## src/hdl/rtcg_consts.svh

```systemverilog
`ifndef RTCG_CONSTS_SVH
`define RTCG_CONSTS_SVH
`define RTCG_SLAVE_ADDR 7'h68
`define RTCG_LOC_COUNT 64
`define RTCG_LAST_CLOCK_LOC 6'h07
`define RTCG_PTR_RESET 6'h00
`define RTCG_TREC_US 200
`define RTCG_CLK_MHZ 125
`define RTCG_TREC_CYCLES (`RTCG_TREC_US * `RTCG_CLK_MHZ)
`define RTCG_HALF_BIT 8'h9C
`endif

```

## src/hdl/rtcg_pkg.sv

```systemverilog
`default_nettype none
package rtcg_pkg;
  typedef enum logic [2:0] {
    RTCG_S_IDLE, RTCG_S_ADDR, RTCG_S_ACK, RTCG_S_RX, RTCG_S_TX, RTCG_S_MACK, RTCG_S_IGNORE
  } rtcg_slv_state_e;
  typedef enum logic [2:0] {
    RTCG_M_IDLE, RTCG_M_START, RTCG_M_BIT, RTCG_M_ACKB, RTCG_M_STOP, RTCG_M_DONE
  } rtcg_mst_state_e;
  typedef logic [5:0] rtcg_ptr_t;
  typedef logic [7:0] rtcg_byte_t;
endpackage : rtcg_pkg
`default_nettype wire

```

## src/hdl/rtcg_bus_if.sv

```systemverilog
`default_nettype none
interface rtcg_bus_if;
  logic scl_o;
  logic scl_oe;
  logic sda_m_o;
  logic sda_m_oe;
  logic sda_s_o;
  logic sda_s_oe;
  logic scl;
  logic sda;
  modport master (output scl_o, output scl_oe, output sda_m_o, output sda_m_oe, input scl,
    input sda);
  modport slave (output sda_s_o, output sda_s_oe, input scl, input sda);
endinterface : rtcg_bus_if
`default_nettype wire

```

## src/hdl/rtcg_line_sync.sv

```systemverilog
`default_nettype none
module rtcg_line_sync
  import rtcg_pkg::*;
(
  input wire logic clk_sys,
  input wire logic rst,
  input wire logic ce,
  input wire logic line_in,
  output logic line_out
);
  logic stage1;
  always_ff @(posedge clk_sys or posedge rst) begin
    if (rst) begin
      stage1 <= 1'b1;
      line_out <= 1'b1;
    end else if (ce) begin
      stage1 <= line_in;
      line_out <= stage1;
    end
  end
endmodule : rtcg_line_sync
`default_nettype wire

```

## src/hdl/rtcg_slave.sv

```systemverilog
// What this block does
// [RULE1] Respond only after START plus fixed address.
// [RULE2] Sixty-four byte locations in pointer order.
// [RULE3] Power fail aborts, clears pointer, ignores bus.
// [RULE4] Transfers start only from idle bus.
// [RULE5] SDA falling while SCL high is START.
// [RULE6] SDA rising while SCL high is STOP.
// [RULE7] One SCL pulse per bit, sampled high.
// [RULE8] Eight bits then one acknowledge bit.
// [RULE9] Acknowledger holds SDA low through clock high.
// [RULE10] Master withholds acknowledge after last read.
// [RULE11] Release SDA after transmitted byte not acknowledged.
// [RULE12] Pointer-set read: write address, restart, read.
// [RULE13] Pointer increments only on data acknowledge clock.
// [RULE14] Keep sending successive bytes while acknowledged.
// [RULE15] Freeze clock copy while pointer in clock range.
// [RULE16] Plain read starts at current pointer.
// [RULE17] Write: word address loads pointer, then data.
// [RULE18] Acknowledge address, word address, every data byte.
// [RULE19] Power fail blocks access, asserts reset output.
// [RULE20] Out of tolerance forces SRAM select high.
// [RULE21] Below switchover, all outputs high impedance.
// [RULE22] Recovery interval keeps select inhibited, reset active.
// [RULE23] SRAM select output gates the select input.
// [RULE24] Pointer wraps from last location to zero.
`default_nettype none
`include "rtcg_consts.svh"
module rtcg_slave
  import rtcg_pkg::*;
#(
  parameter int TREC_CYCLES = `RTCG_TREC_CYCLES
) (
  input wire logic clk_sys,
  input wire logic rst,
  input wire logic ce,
  rtcg_bus_if.slave bus,
  input wire logic supply_ok,
  input wire logic above_switchover,
  input wire logic ext_sram_select_in,
  output logic gated_sram_select_out,
  output logic sram_select_oe,
  output logic reset_out_n,
  output logic reset_out_oe,
  output logic clock_copy_hold,
  output logic wr_strobe,
  output var rtcg_ptr_t word_pointer_value,
  output var rtcg_byte_t wr_data,
  input wire rtcg_byte_t rd_data
);
  logic scl_s;
  logic sda_s;
  logic scl_d;
  logic sda_d;
  logic pf_s;
  logic so_s;
  logic sel_s;
  logic access_ok;
  logic [31:0] trec_cnt;
  logic start_det;
  logic stop_det;
  logic scl_rise;
  logic scl_fall;
  rtcg_slv_state_e state;
  logic [3:0] bit_cnt;
  rtcg_byte_t shreg;
  logic is_read;
  logic addr_phase;
  logic first_data;
  logic sda_drive_low;
  logic sda_oe_q;

  rtcg_line_sync u_scl (.clk_sys(clk_sys), .rst(rst), .ce(ce), .line_in(bus.scl),
    .line_out(scl_s));
  rtcg_line_sync u_sda (.clk_sys(clk_sys), .rst(rst), .ce(ce), .line_in(bus.sda),
    .line_out(sda_s));
  rtcg_line_sync u_pf (.clk_sys(clk_sys), .rst(rst), .ce(ce), .line_in(supply_ok),
    .line_out(pf_s));
  rtcg_line_sync u_so (.clk_sys(clk_sys), .rst(rst), .ce(ce), .line_in(above_switchover),
    .line_out(so_s));
  rtcg_line_sync u_sel (.clk_sys(clk_sys), .rst(rst), .ce(ce), .line_in(ext_sram_select_in),
    .line_out(sel_s));

  assign start_det = scl_s && scl_d && sda_d && !sda_s; // [RULE5]
  assign stop_det = scl_s && scl_d && !sda_d && sda_s; // [RULE6]
  assign scl_rise = scl_s && !scl_d;
  assign scl_fall = !scl_s && scl_d;

  always_ff @(posedge clk_sys or posedge rst) begin
    if (rst) begin
      scl_d <= 1'b1;
      sda_d <= 1'b1;
    end else if (ce) begin
      scl_d <= scl_s;
      sda_d <= sda_s;
    end
  end

  // Recovery counter holds access off after supply returns.
  always_ff @(posedge clk_sys or posedge rst) begin
    if (rst) begin
      trec_cnt <= 32'h0000_0000;
      access_ok <= 1'b0;
    end else if (ce) begin
      if (!pf_s) begin
        trec_cnt <= 32'h0000_0000; // [RULE19]
        access_ok <= 1'b0; // [RULE19]
      end else if (trec_cnt < TREC_CYCLES) begin
        trec_cnt <= trec_cnt + 32'h0000_0001; // [RULE22]
      end else begin
        access_ok <= 1'b1;
      end
    end
  end

  always_ff @(posedge clk_sys or posedge rst) begin
    if (rst) begin
      gated_sram_select_out <= 1'b1;
      sram_select_oe <= 1'b0;
      reset_out_n <= 1'b0;
      reset_out_oe <= 1'b0;
    end else if (ce) begin
      gated_sram_select_out <= access_ok ? sel_s : 1'b1; // [RULE20] [RULE23] [RULE22]
      reset_out_n <= 1'b0;
      reset_out_oe <= so_s && !access_ok; // [RULE19] [RULE21]
      sram_select_oe <= so_s; // [RULE21]
    end
  end

  // Bus protocol engine.
  always_ff @(posedge clk_sys or posedge rst) begin
    if (rst) begin
      state <= RTCG_S_IDLE;
      bit_cnt <= 4'h0;
      shreg <= 8'h00;
      is_read <= 1'b0;
      addr_phase <= 1'b0;
      first_data <= 1'b0;
      sda_drive_low <= 1'b0;
      word_pointer_value <= `RTCG_PTR_RESET;
      wr_strobe <= 1'b0;
      wr_data <= 8'h00;
    end else if (ce) begin
      wr_strobe <= 1'b0;
      if (!access_ok) begin
        state <= RTCG_S_IDLE; // [RULE3]
        word_pointer_value <= `RTCG_PTR_RESET; // [RULE3]
        sda_drive_low <= 1'b0; // [RULE3]
      end else if (start_det) begin
        state <= RTCG_S_ADDR; // [RULE1] [RULE4]
        bit_cnt <= 4'h0;
        addr_phase <= 1'b1;
        sda_drive_low <= 1'b0;
      end else if (stop_det) begin
        state <= RTCG_S_IDLE; // [RULE6]
        sda_drive_low <= 1'b0;
      end else begin
        case (state)
          RTCG_S_IDLE, RTCG_S_IGNORE: begin
            sda_drive_low <= 1'b0;
          end
          RTCG_S_ADDR, RTCG_S_RX: begin
            if (scl_rise) begin
              shreg <= {shreg[6:0], sda_s}; // [RULE7]
              bit_cnt <= bit_cnt + 4'h1;
            end else if (scl_fall && bit_cnt == 4'h8) begin
              bit_cnt <= 4'h0; // [RULE8]
              if (state == RTCG_S_ADDR) begin
                if (shreg[7:1] == `RTCG_SLAVE_ADDR) begin
                  is_read <= shreg[0];
                  first_data <= 1'b1;
                  sda_drive_low <= 1'b1; // [RULE1] [RULE18]
                  state <= RTCG_S_ACK;
                end else begin
                  state <= RTCG_S_IGNORE; // [RULE1]
                end
              end else begin
                sda_drive_low <= 1'b1; // [RULE18] [RULE9]
                state <= RTCG_S_ACK;
                if (first_data) begin
                  word_pointer_value <= shreg[5:0]; // [RULE17] [RULE12] [RULE2]
                end else begin
                  wr_data <= shreg; // [RULE17]
                  wr_strobe <= 1'b1;
                end
              end
            end
          end
          RTCG_S_ACK: begin
            // The word address byte keeps first_data set here, so only data bytes step.
            if (scl_fall) begin
              bit_cnt <= 4'h0;
              if (!addr_phase && !first_data && !is_read) begin
                word_pointer_value <= word_pointer_value + 6'h01; // [RULE13] [RULE24]
              end
              if (is_read && addr_phase) begin
                shreg <= rd_data; // [RULE16]
                sda_drive_low <= !rd_data[7];
                state <= RTCG_S_TX;
              end else begin
                sda_drive_low <= 1'b0;
                state <= RTCG_S_RX;
              end
              first_data <= first_data && addr_phase && !is_read;
              addr_phase <= 1'b0;
            end
          end
          RTCG_S_TX: begin
            if (scl_fall) begin
              if (bit_cnt == 4'h7) begin
                sda_drive_low <= 1'b0;
                state <= RTCG_S_MACK;
              end else begin
                sda_drive_low <= !shreg[6];
                shreg <= {shreg[6:0], 1'b0};
              end
              bit_cnt <= bit_cnt + 4'h1;
            end
          end
          RTCG_S_MACK: begin
            if (scl_rise) begin
              word_pointer_value <= word_pointer_value + 6'h01; // [RULE13] [RULE24]
              is_read <= !sda_s; // [RULE10]
            end else if (scl_fall) begin
              bit_cnt <= 4'h0;
              if (is_read) begin
                shreg <= rd_data; // [RULE14]
                sda_drive_low <= !rd_data[7];
                state <= RTCG_S_TX;
              end else begin
                state <= RTCG_S_IGNORE; // [RULE11]
              end
            end
          end
          default: state <= RTCG_S_IDLE;
        endcase
      end
    end
  end

  // Copy from the running clock is held while a clock location is addressed in a transfer.
  always_ff @(posedge clk_sys or posedge rst) begin
    if (rst) begin
      clock_copy_hold <= 1'b0;
    end else if (ce) begin
      clock_copy_hold <= (state != RTCG_S_IDLE) && (state != RTCG_S_IGNORE) && !stop_det &&
        (word_pointer_value <= `RTCG_LAST_CLOCK_LOC); // [RULE15]
    end
  end

  // Data line enable is registered so the pin comes straight from a flip-flop.
  always_ff @(posedge clk_sys or posedge rst) begin
    if (rst) begin
      sda_oe_q <= 1'b0;
    end else if (ce) begin
      sda_oe_q <= sda_drive_low && so_s; // [RULE9] [RULE21]
    end
  end

  assign bus.sda_s_o = 1'b0;
  assign bus.sda_s_oe = sda_oe_q;
endmodule : rtcg_slave
`default_nettype wire

```

## src/flat_wrapper.sv

```systemverilog
// flat-port wrapper written by rule: the top's interface ports become plain ports
module rtcg_slave_flat import rtcg_pkg::*;
#(
  parameter int TREC_CYCLES = `RTCG_TREC_CYCLES
)
  (clk_sys, rst, ce, supply_ok, above_switchover, ext_sram_select_in, gated_sram_select_out, sram_select_oe, reset_out_n, reset_out_oe, clock_copy_hold, wr_strobe, word_pointer_value, wr_data, rd_data, bus_sda_s_o, bus_sda_s_oe, bus_scl, bus_sda);
  rtcg_bus_if bus_i ();
  input wire logic clk_sys;
  input wire logic rst;
  input wire logic ce;
  input wire logic supply_ok;
  input wire logic above_switchover;
  input wire logic ext_sram_select_in;
  output logic gated_sram_select_out;
  output logic sram_select_oe;
  output logic reset_out_n;
  output logic reset_out_oe;
  output logic clock_copy_hold;
  output logic wr_strobe;
  output var rtcg_ptr_t word_pointer_value;
  output var rtcg_byte_t wr_data;
  input wire rtcg_byte_t rd_data;
  output wire logic [$bits(bus_i.sda_s_o)-1:0] bus_sda_s_o;
  output wire logic [$bits(bus_i.sda_s_oe)-1:0] bus_sda_s_oe;
  input wire logic [$bits(bus_i.scl)-1:0] bus_scl;
  input wire logic [$bits(bus_i.sda)-1:0] bus_sda;
  assign bus_sda_s_o = bus_i.sda_s_o;
  assign bus_sda_s_oe = bus_i.sda_s_oe;
  assign bus_i.scl = bus_scl;
  assign bus_i.sda = bus_sda;
  rtcg_slave #(.TREC_CYCLES(TREC_CYCLES)) u_core (.clk_sys(clk_sys), .rst(rst), .ce(ce), .bus(bus_i), .supply_ok(supply_ok), .above_switchover(above_switchover), .ext_sram_select_in(ext_sram_select_in), .gated_sram_select_out(gated_sram_select_out), .sram_select_oe(sram_select_oe), .reset_out_n(reset_out_n), .reset_out_oe(reset_out_oe), .clock_copy_hold(clock_copy_hold), .wr_strobe(wr_strobe), .word_pointer_value(word_pointer_value), .wr_data(wr_data), .rd_data(rd_data));
endmodule
```

## config.mk

```make
export PLATFORM = sky130hd
export DESIGN_NAME = rtcg_slave_flat
export DESIGN_NICKNAME = d
export VERILOG_FILES = /design/src/hdl/rtcg_pkg.sv /design/src/hdl/rtcg_bus_if.sv /design/src/hdl/rtcg_line_sync.sv /design/src/hdl/rtcg_slave.sv /design/src/flat_wrapper.sv
export VERILOG_INCLUDE_DIRS = /design/src /design/src/hdl
export SDC_FILE = /design/constraint.sdc
export NUM_CORES = 1
export LEC_CHECK = 0
export BUFFER_PORTS_ARGS = -buffer_cell sky130_fd_sc_hd__buf_2
export CORE_UTILIZATION = 35
export DETAILED_ROUTE_END_ITERATION = 10
export PLACE_DENSITY = 0.49
export SYNTH_ARGS = -nofsm -noshare
export SYNTH_HDL_FRONTEND = slang
export SYNTH_SLANG_ARGS = --single-unit
```

## constraint.sdc

```tcl
create_clock -name clk_sys -period 2.9 [get_ports clk_sys]
set_input_delay 0.145 -clock clk_sys [delete_from_list [all_inputs] [get_ports clk_sys]]
set_output_delay 0.145 -clock clk_sys [all_outputs]
set_load 0.01 [all_outputs]
```

# After elaboration in Yosys (flattened, before gate mapping)
# Index checks and enable logic that the tools add are counted.
# Widths: inputs -> output; s select.
word_totals:
  word_cells: 225
  output_inout_bits: 22
  reg_bits: 84
  inputBits: 16
op_classes:
  eq_ne: 50
  n_addsub: 3
  n_reduce_logical: 50
  bitwise_logic: 5
  mux: 86
  magnitude_cmp: 2
op_table:
  columns: ["cell", "count"]
  rows:
  - ["$mux 32", 2]
  - ["$mux 8", 8]
  - ["$mux 6", 10]
  - ["$ne 5x5->1 const B", 8]
  - ["$mux 3", 13]
  - ["$mux 1", 38]
  - ["$add 32x1->32 const B", 1]
  - ["$lt 32x15->1 const B", 1]
  - ["$pmux 8 s4", 1]
  - ["$reduce_and 10->1", 3]
  - ["$mux 4", 7]
  - ["$ne 2x1->1 const B", 12]
  - ["$ne 3x3->1 const B", 8]
  - ["$logic_and 1x1->1", 18]
  - ["$pmux 6 s3", 1]
  - ["$reduce_and 9->1", 2]
  - ["$pmux 4 s4", 1]
  - ["$pmux 3 s5", 1]
  - ["$reduce_and 13->1", 1]
  - ["$ne 2x2->1 const B", 6]
  - ["$logic_not 1->1", 11]
  - ["$reduce_and 11->1", 1]
  - ["$eq 3x3->1 const B", 3]
  - ["$ne 4x4->1 const B", 2]
  - ["26 further kinds", 37]

# Logic depth before layout (Yosys ltp)
logic_depth:
  ltp_word: 9
  ltp_mapped: 8
  ltp_nobuf: 7

# By module
# A second synthesis with hierarchy kept.
unflattened:
  cells_unflattened: 444
  hier_area_um2: 4349.2
modules_own_cells:
  columns: ["module", "seq_area_each_um2", "instances", "cells_per_inst", "area_each_um2"]
  rows:
  - ["rtcg_slave", 1855.5, 1, 419, 3955.0]
  - ["rtcg_line_sync", 52.6, 5, 5, 78.8]

# Worst setup path after synthesis
# Ideal clock, no wire load.
synth_timing:
  kind: "flip-flop to flip-flop"
  from: "register u_core.trec_cnt[18]"
  to: "register u_core.trec_cnt[13]"
  path_stages_with_launch: 8
  path_buffers: 2
  path_slack_ns: 0.839
  period_less_slack_ns: 2.061
  t_arrival_ns: 1.921
  path_cell_list: "dfrtp_1 -> nor4_2 -> nand2_1 -> or4_4 -> buf_6 -> buf_2 -> o311ai_0 -> o41ai_1"
synth_between:
  elab_chain_len: 3
synth_lines:
  columns: ["element", "line", "source"]
  rows:
  - ["start: declaration", "rtcg_slave.sv:58", "logic [31:0] trec_cnt;"]
  - ["start signal: assignment", "rtcg_slave.sv:108", "trec_cnt <= trec_cnt + 32'h0000_0001;"]
  - ["$lt 32x15->1", "rtcg_slave.sv:107", "end else if (trec_cnt < TREC_CYCLES) begin"]
  - ["$ne 2x1->1 (no source line)", null, null]
  - ["$reduce_and 2->1 (no source line)", null, null]
# Every way passes these cells.
# A chain may end at the register's enable or synchronous reset.

# Worst setup path in the final report
layout_timing:
  from: "register u_core.state[2]"
  to: "register u_core.word_pointer_value[4]"
layout_between:
  elab_chain_len: 6
layout_lines:
  columns: ["element", "line", "source"]
  rows:
  - ["start: declaration", "rtcg_slave.sv:63", "rtcg_slv_state_e state;"]
  - ["start signal: assignment", "rtcg_slave.sv:132", "state <= RTCG_S_IDLE;"]
  - ["start signal: assignment", "rtcg_slave.sv:145", "state <= RTCG_S_IDLE;"]
  - ["start signal: assignment", "rtcg_slave.sv:149", "state <= RTCG_S_ADDR;"]
  - ["$eq 3x2->1 / $eq 3x1->1 (equally long branches)", "rtcg_slave.sv:157, rtcg_slave.sv:167", null]
  - ["$reduce_or 2->1", "rtcg_slave.sv:157", "case (state)"]
  - ["$pmux 6 s3", "rtcg_slave.sv:157", null]
  - ["$mux 6", "rtcg_slave.sv:153", "end else if (stop_det) begin"]
  - ["$mux 6", "rtcg_slave.sv:148", "end else if (start_det) begin"]
  - ["$mux 6", "rtcg_slave.sv:144", "if (!access_ok) begin"]
  - ["end signal: assignment", "rtcg_slave.sv:139", "word_pointer_value <= `RTCG_PTR_RESET;"]
  - ["end signal: assignment", "rtcg_slave.sv:146", "word_pointer_value <= `RTCG_PTR_RESET;"]
  - ["end signal: assignment", "rtcg_slave.sv:180", "word_pointer_value <= shreg[5:0];"]
  - ["end: declaration", "rtcg_slave.sv:46", "output var rtcg_ptr_t word_pointer_value,"]
# Several ways; a longest one is shown, not always the timed one. The select of a mux whose other input is x is not followed.

==> out/results.txt <==
Worst-Skew Late Latency -> 0.35 ns
antenna cells -> 0
IO buf count -> 35
gr ovfl total -> 0
post-synth cell types -> 69
post-CTS setup buffer count -> 0
ys async rst share -> 100%
# clock sinks -> 84
Post-synth EDFFs -> 0
post-route ant nets -> 0
fin crit share -> 80.8%
crit path time final -> 2.34 ns
# hold bufs at CTS -> 1
Syn Inst Count -> 468
total number of vias -> 3680
max-slew violations -> 0
largest net degree at the start of global routing -> 44
crit path kind -> reg2reg
Lkg Pwr -> 2.37 nW
post-DR vias/cell -> 5.44
Worst Skew -> 0.00878 ns
sequential fraction of the synthesis area -> 46.2%
Filler cells -> 1300
GRT Overall Usage -> 18.0%
Crit. Startpoint -> u_core.state[2]
post-CTS sizing -> 0
DRT Wirelength -> 11200 µm
Initial Util -> 36.1%
routability cong. -> 0.893
worst path cell trace -> or3b_1, o22ai_1, a211oi_4, mux2i_1, o221ai_1
hpwl dp -> 7800 µm
Seq pwr share -> 46.6%
total negative setup slack -> 0 ns
Synth Cell Area -> 0.00459 mm²
post-synthesis register bit count -> 84
number of global-route vias before repair -> 3554
RSZ-0062 raised after global routing -> no
FF-to-FF Start -> u_core.state[2]
Final Util -> 41.5%
DRT Pass-1 Iters -> 4
Synth-to-Final Area Change -> 15.0%
Final Hold Vio Count -> 0
Yosys top cell by area -> dfrtp_1
Crit Path Max Fanout -> 22
DR WL/cell -> 16.5 µm
initial antenna violation count -> 0
CP bufs+invs -> 0
Yosys top cell area share -> 38.7%
# IOs -> 38
Final setup viols -> 0
switch share -> 23.8%
Synth area leaders -> dfrtp_1 39%, dfstp_2 7.4%, mux2_2 7.1%
DRC marker count from the first detailed-route iteration -> 122
CTS root buf -> clkbuf_16
non-filler cells, final -> 677
Critical Path RT -> 3.11 ns
CP max stage cell -> dfrtp_1
Final WS setup -> 0.558 ns
Die X -> 116 µm
synthesized area per cell -> 9.80 µm²
Hold Crit Start -> bus_scl
crit end category -> flip-flop
P_int -> 0.00210 W
H-tree levels -> 3
max-cap violations -> 0
Worst-path clk slew -> 0.06 ns
YS warnings -> 0
critical path data arrival time -> 2.55 ns
Die Area -> 0.0136 mm²
IR drop worst, VDD -> 0.000245 V
max incr delay on CP -> 0.73 ns
run status -> finished clean
CTS tree -> done
Post-Place Cells -> 660
number of remaining DRC errors -> 0
Top delay family on crit path -> compound AO/OA/AOI/OAI gates
Min-Delay Path Class -> in2reg
Worst Tran Pin Value -> 0.832 ns
fmax -> 0.427 GHz
row count -> 41
Net Switching -> 0.000654 W
Max-slew headroom -> 44.5%
crit path launch type -> flip-flop
Core Area -> 0.0127 mm²
combinational power share -> 7.9%
global-route wire length before repair -> 18500 µm
pre-CTS setup slack -> 0.571 ns
Clock Path Buffers -> 2
Power Dens Cells -> 521 mW/mm²
Nets -> 520
Die Ht -> 116 µm
final hold slack -> 0.0333 ns
CTS Buf Count -> 9
layout cells sized above 1 -> 21.0%
most common flop cell mapped by yosys -> dfrtp_1
Clk network pwr share -> 45.6%
layout by cell type (no fill, tap or decap), types with 7 or more instances in the layout:
master     Yosys  layout
dfrtp_1       71      71
nand2_1       57      57
buf_2          5      35
mux2_2        29      29
o21ai_0       24      24
nor2_1        19      19
and2_1        18      18
nand3_1       17      17
nand2b_1      16      16
a21oi_1       16      16
mux2i_1       13      13
dfstp_2       13      13
nor3_1        12      12
inv_1         12      11
nor2b_1       11      11
o31ai_1       10      10
clkbuf_16      0       9
buf_4          3       9
nor4_1         7       7
logic make-up after synthesis:
family,Yosys count,share of synthesized area [%]
simple gates,198,23.4
compound gates,98,15.2
flops,84,46.2
mux,42,9.96
buf+inv,39,3.76
fa+ha+maj,4,1.09
xor+xnor,2,0.382
other cells,1,0.0818
Yosys cell counts, types with 6 or more instances:
| cell type | n |
|---|---|
| a21oi_1 | 16 |
| and2_1 | 18 |
| and3_1 | 6 |
| clkbuf_1 | 14 |
| dfrtp_1 | 71 |
| dfstp_2 | 13 |
| inv_1 | 12 |
| mux2_2 | 29 |
| mux2i_1 | 13 |
| nand2_1 | 57 |
| nand2b_1 | 16 |
| nand3_1 | 17 |
| nor2_1 | 19 |
| nor2b_1 | 11 |
| nor3_1 | 12 |
| nor3b_1 | 6 |
| nor4_1 | 7 |
| o21ai_0 | 24 |
| o31ai_1 | 10 |
sequential cells by signal, indices dropped and copies added (netlist names), 3 cells and up:
name / cells
u_core.trec_cnt: 32
u_core.shreg: 8
u_core.wr_data: 8
u_core.word_pointer_value: 6
u_core.bit_cnt: 4
u_core.state: 3
layer usage:
| metal | part of all wire, % | up-vias | track usage (%) |
|---|---|---|---|
| li1 | - | 1776 | - |
| met1 | 46 | 1831 | 24.0 |
| met2 | 48 | 61 | 28.4 |
| met3 | 3.5 | 12 | 3.17 |
| met4 | 2.2 | 0 | 8.80 |
| met5 | 0 | - | 0 |
worst paths after layout:
kind / to / slack, ns / depth (start not counted)
worst max-delay path: u_core.word_pointer_value[4] / 0.56 / 5
worst min-delay path: u_core.u_scl.stage1 / 0.03 / 2
worst max register to register: u_core.word_pointer_value[4] / 0.56 / 5
worst min register to register: u_core.wr_strobe / 0.49 / 1
max in group asynchronous: u_core.u_scl.stage1 / 1.67 / 4
min in group asynchronous: u_core.trec_cnt[23] / 0.45 / 3
area by class of cell:
cell class                      count  area, µm²  area share [%]
Multi-Input combinational cell    346       2300            43.6
Sequential cell                    84       2120            40.2
Timing Repair Buffer               46        273            5.17
Clock buffer                       12        246            4.67
Tap cell                          172        215            4.08
Clock inverter                      4       72.6            1.38
Inverter                           13       50.0           0.949
worst register-to-register path, stage by stage, from the launching register on:
cell	delay, ns
dfrtp_1	0.73
or3b_1	0.38
o22ai_1	0.21
a211oi_4	0.51
mux2i_1	0.25
o221ai_1	0.13
metrics by stage:
step	power, W	instance area (µm²)
2_1_floorplan	0.00144	4590
3_3_place_gp	0.00151	4950
3_5_place_dp	0.00152	4950
4_1_cts	0.00279	5280
5_1_grt	0.00286	5280
6_report	0.00275	5280
power by group through the flow:
stage / logic [W] / clock network (W) / registers, W
after floorplan: 0.000168 / 0 / 0.00128
after global placement: 0.000216 / 0 / 0.00130
after detailed placement: 0.000218 / 0 / 0.00130
after CTS: 0.000220 / 0.00129 / 0.00128
after global routing: 0.000241 / 0.00134 / 0.00129
final: 0.000216 / 0.00125 / 0.00128
No activity file was read; power rests on OpenSTA's default activity.
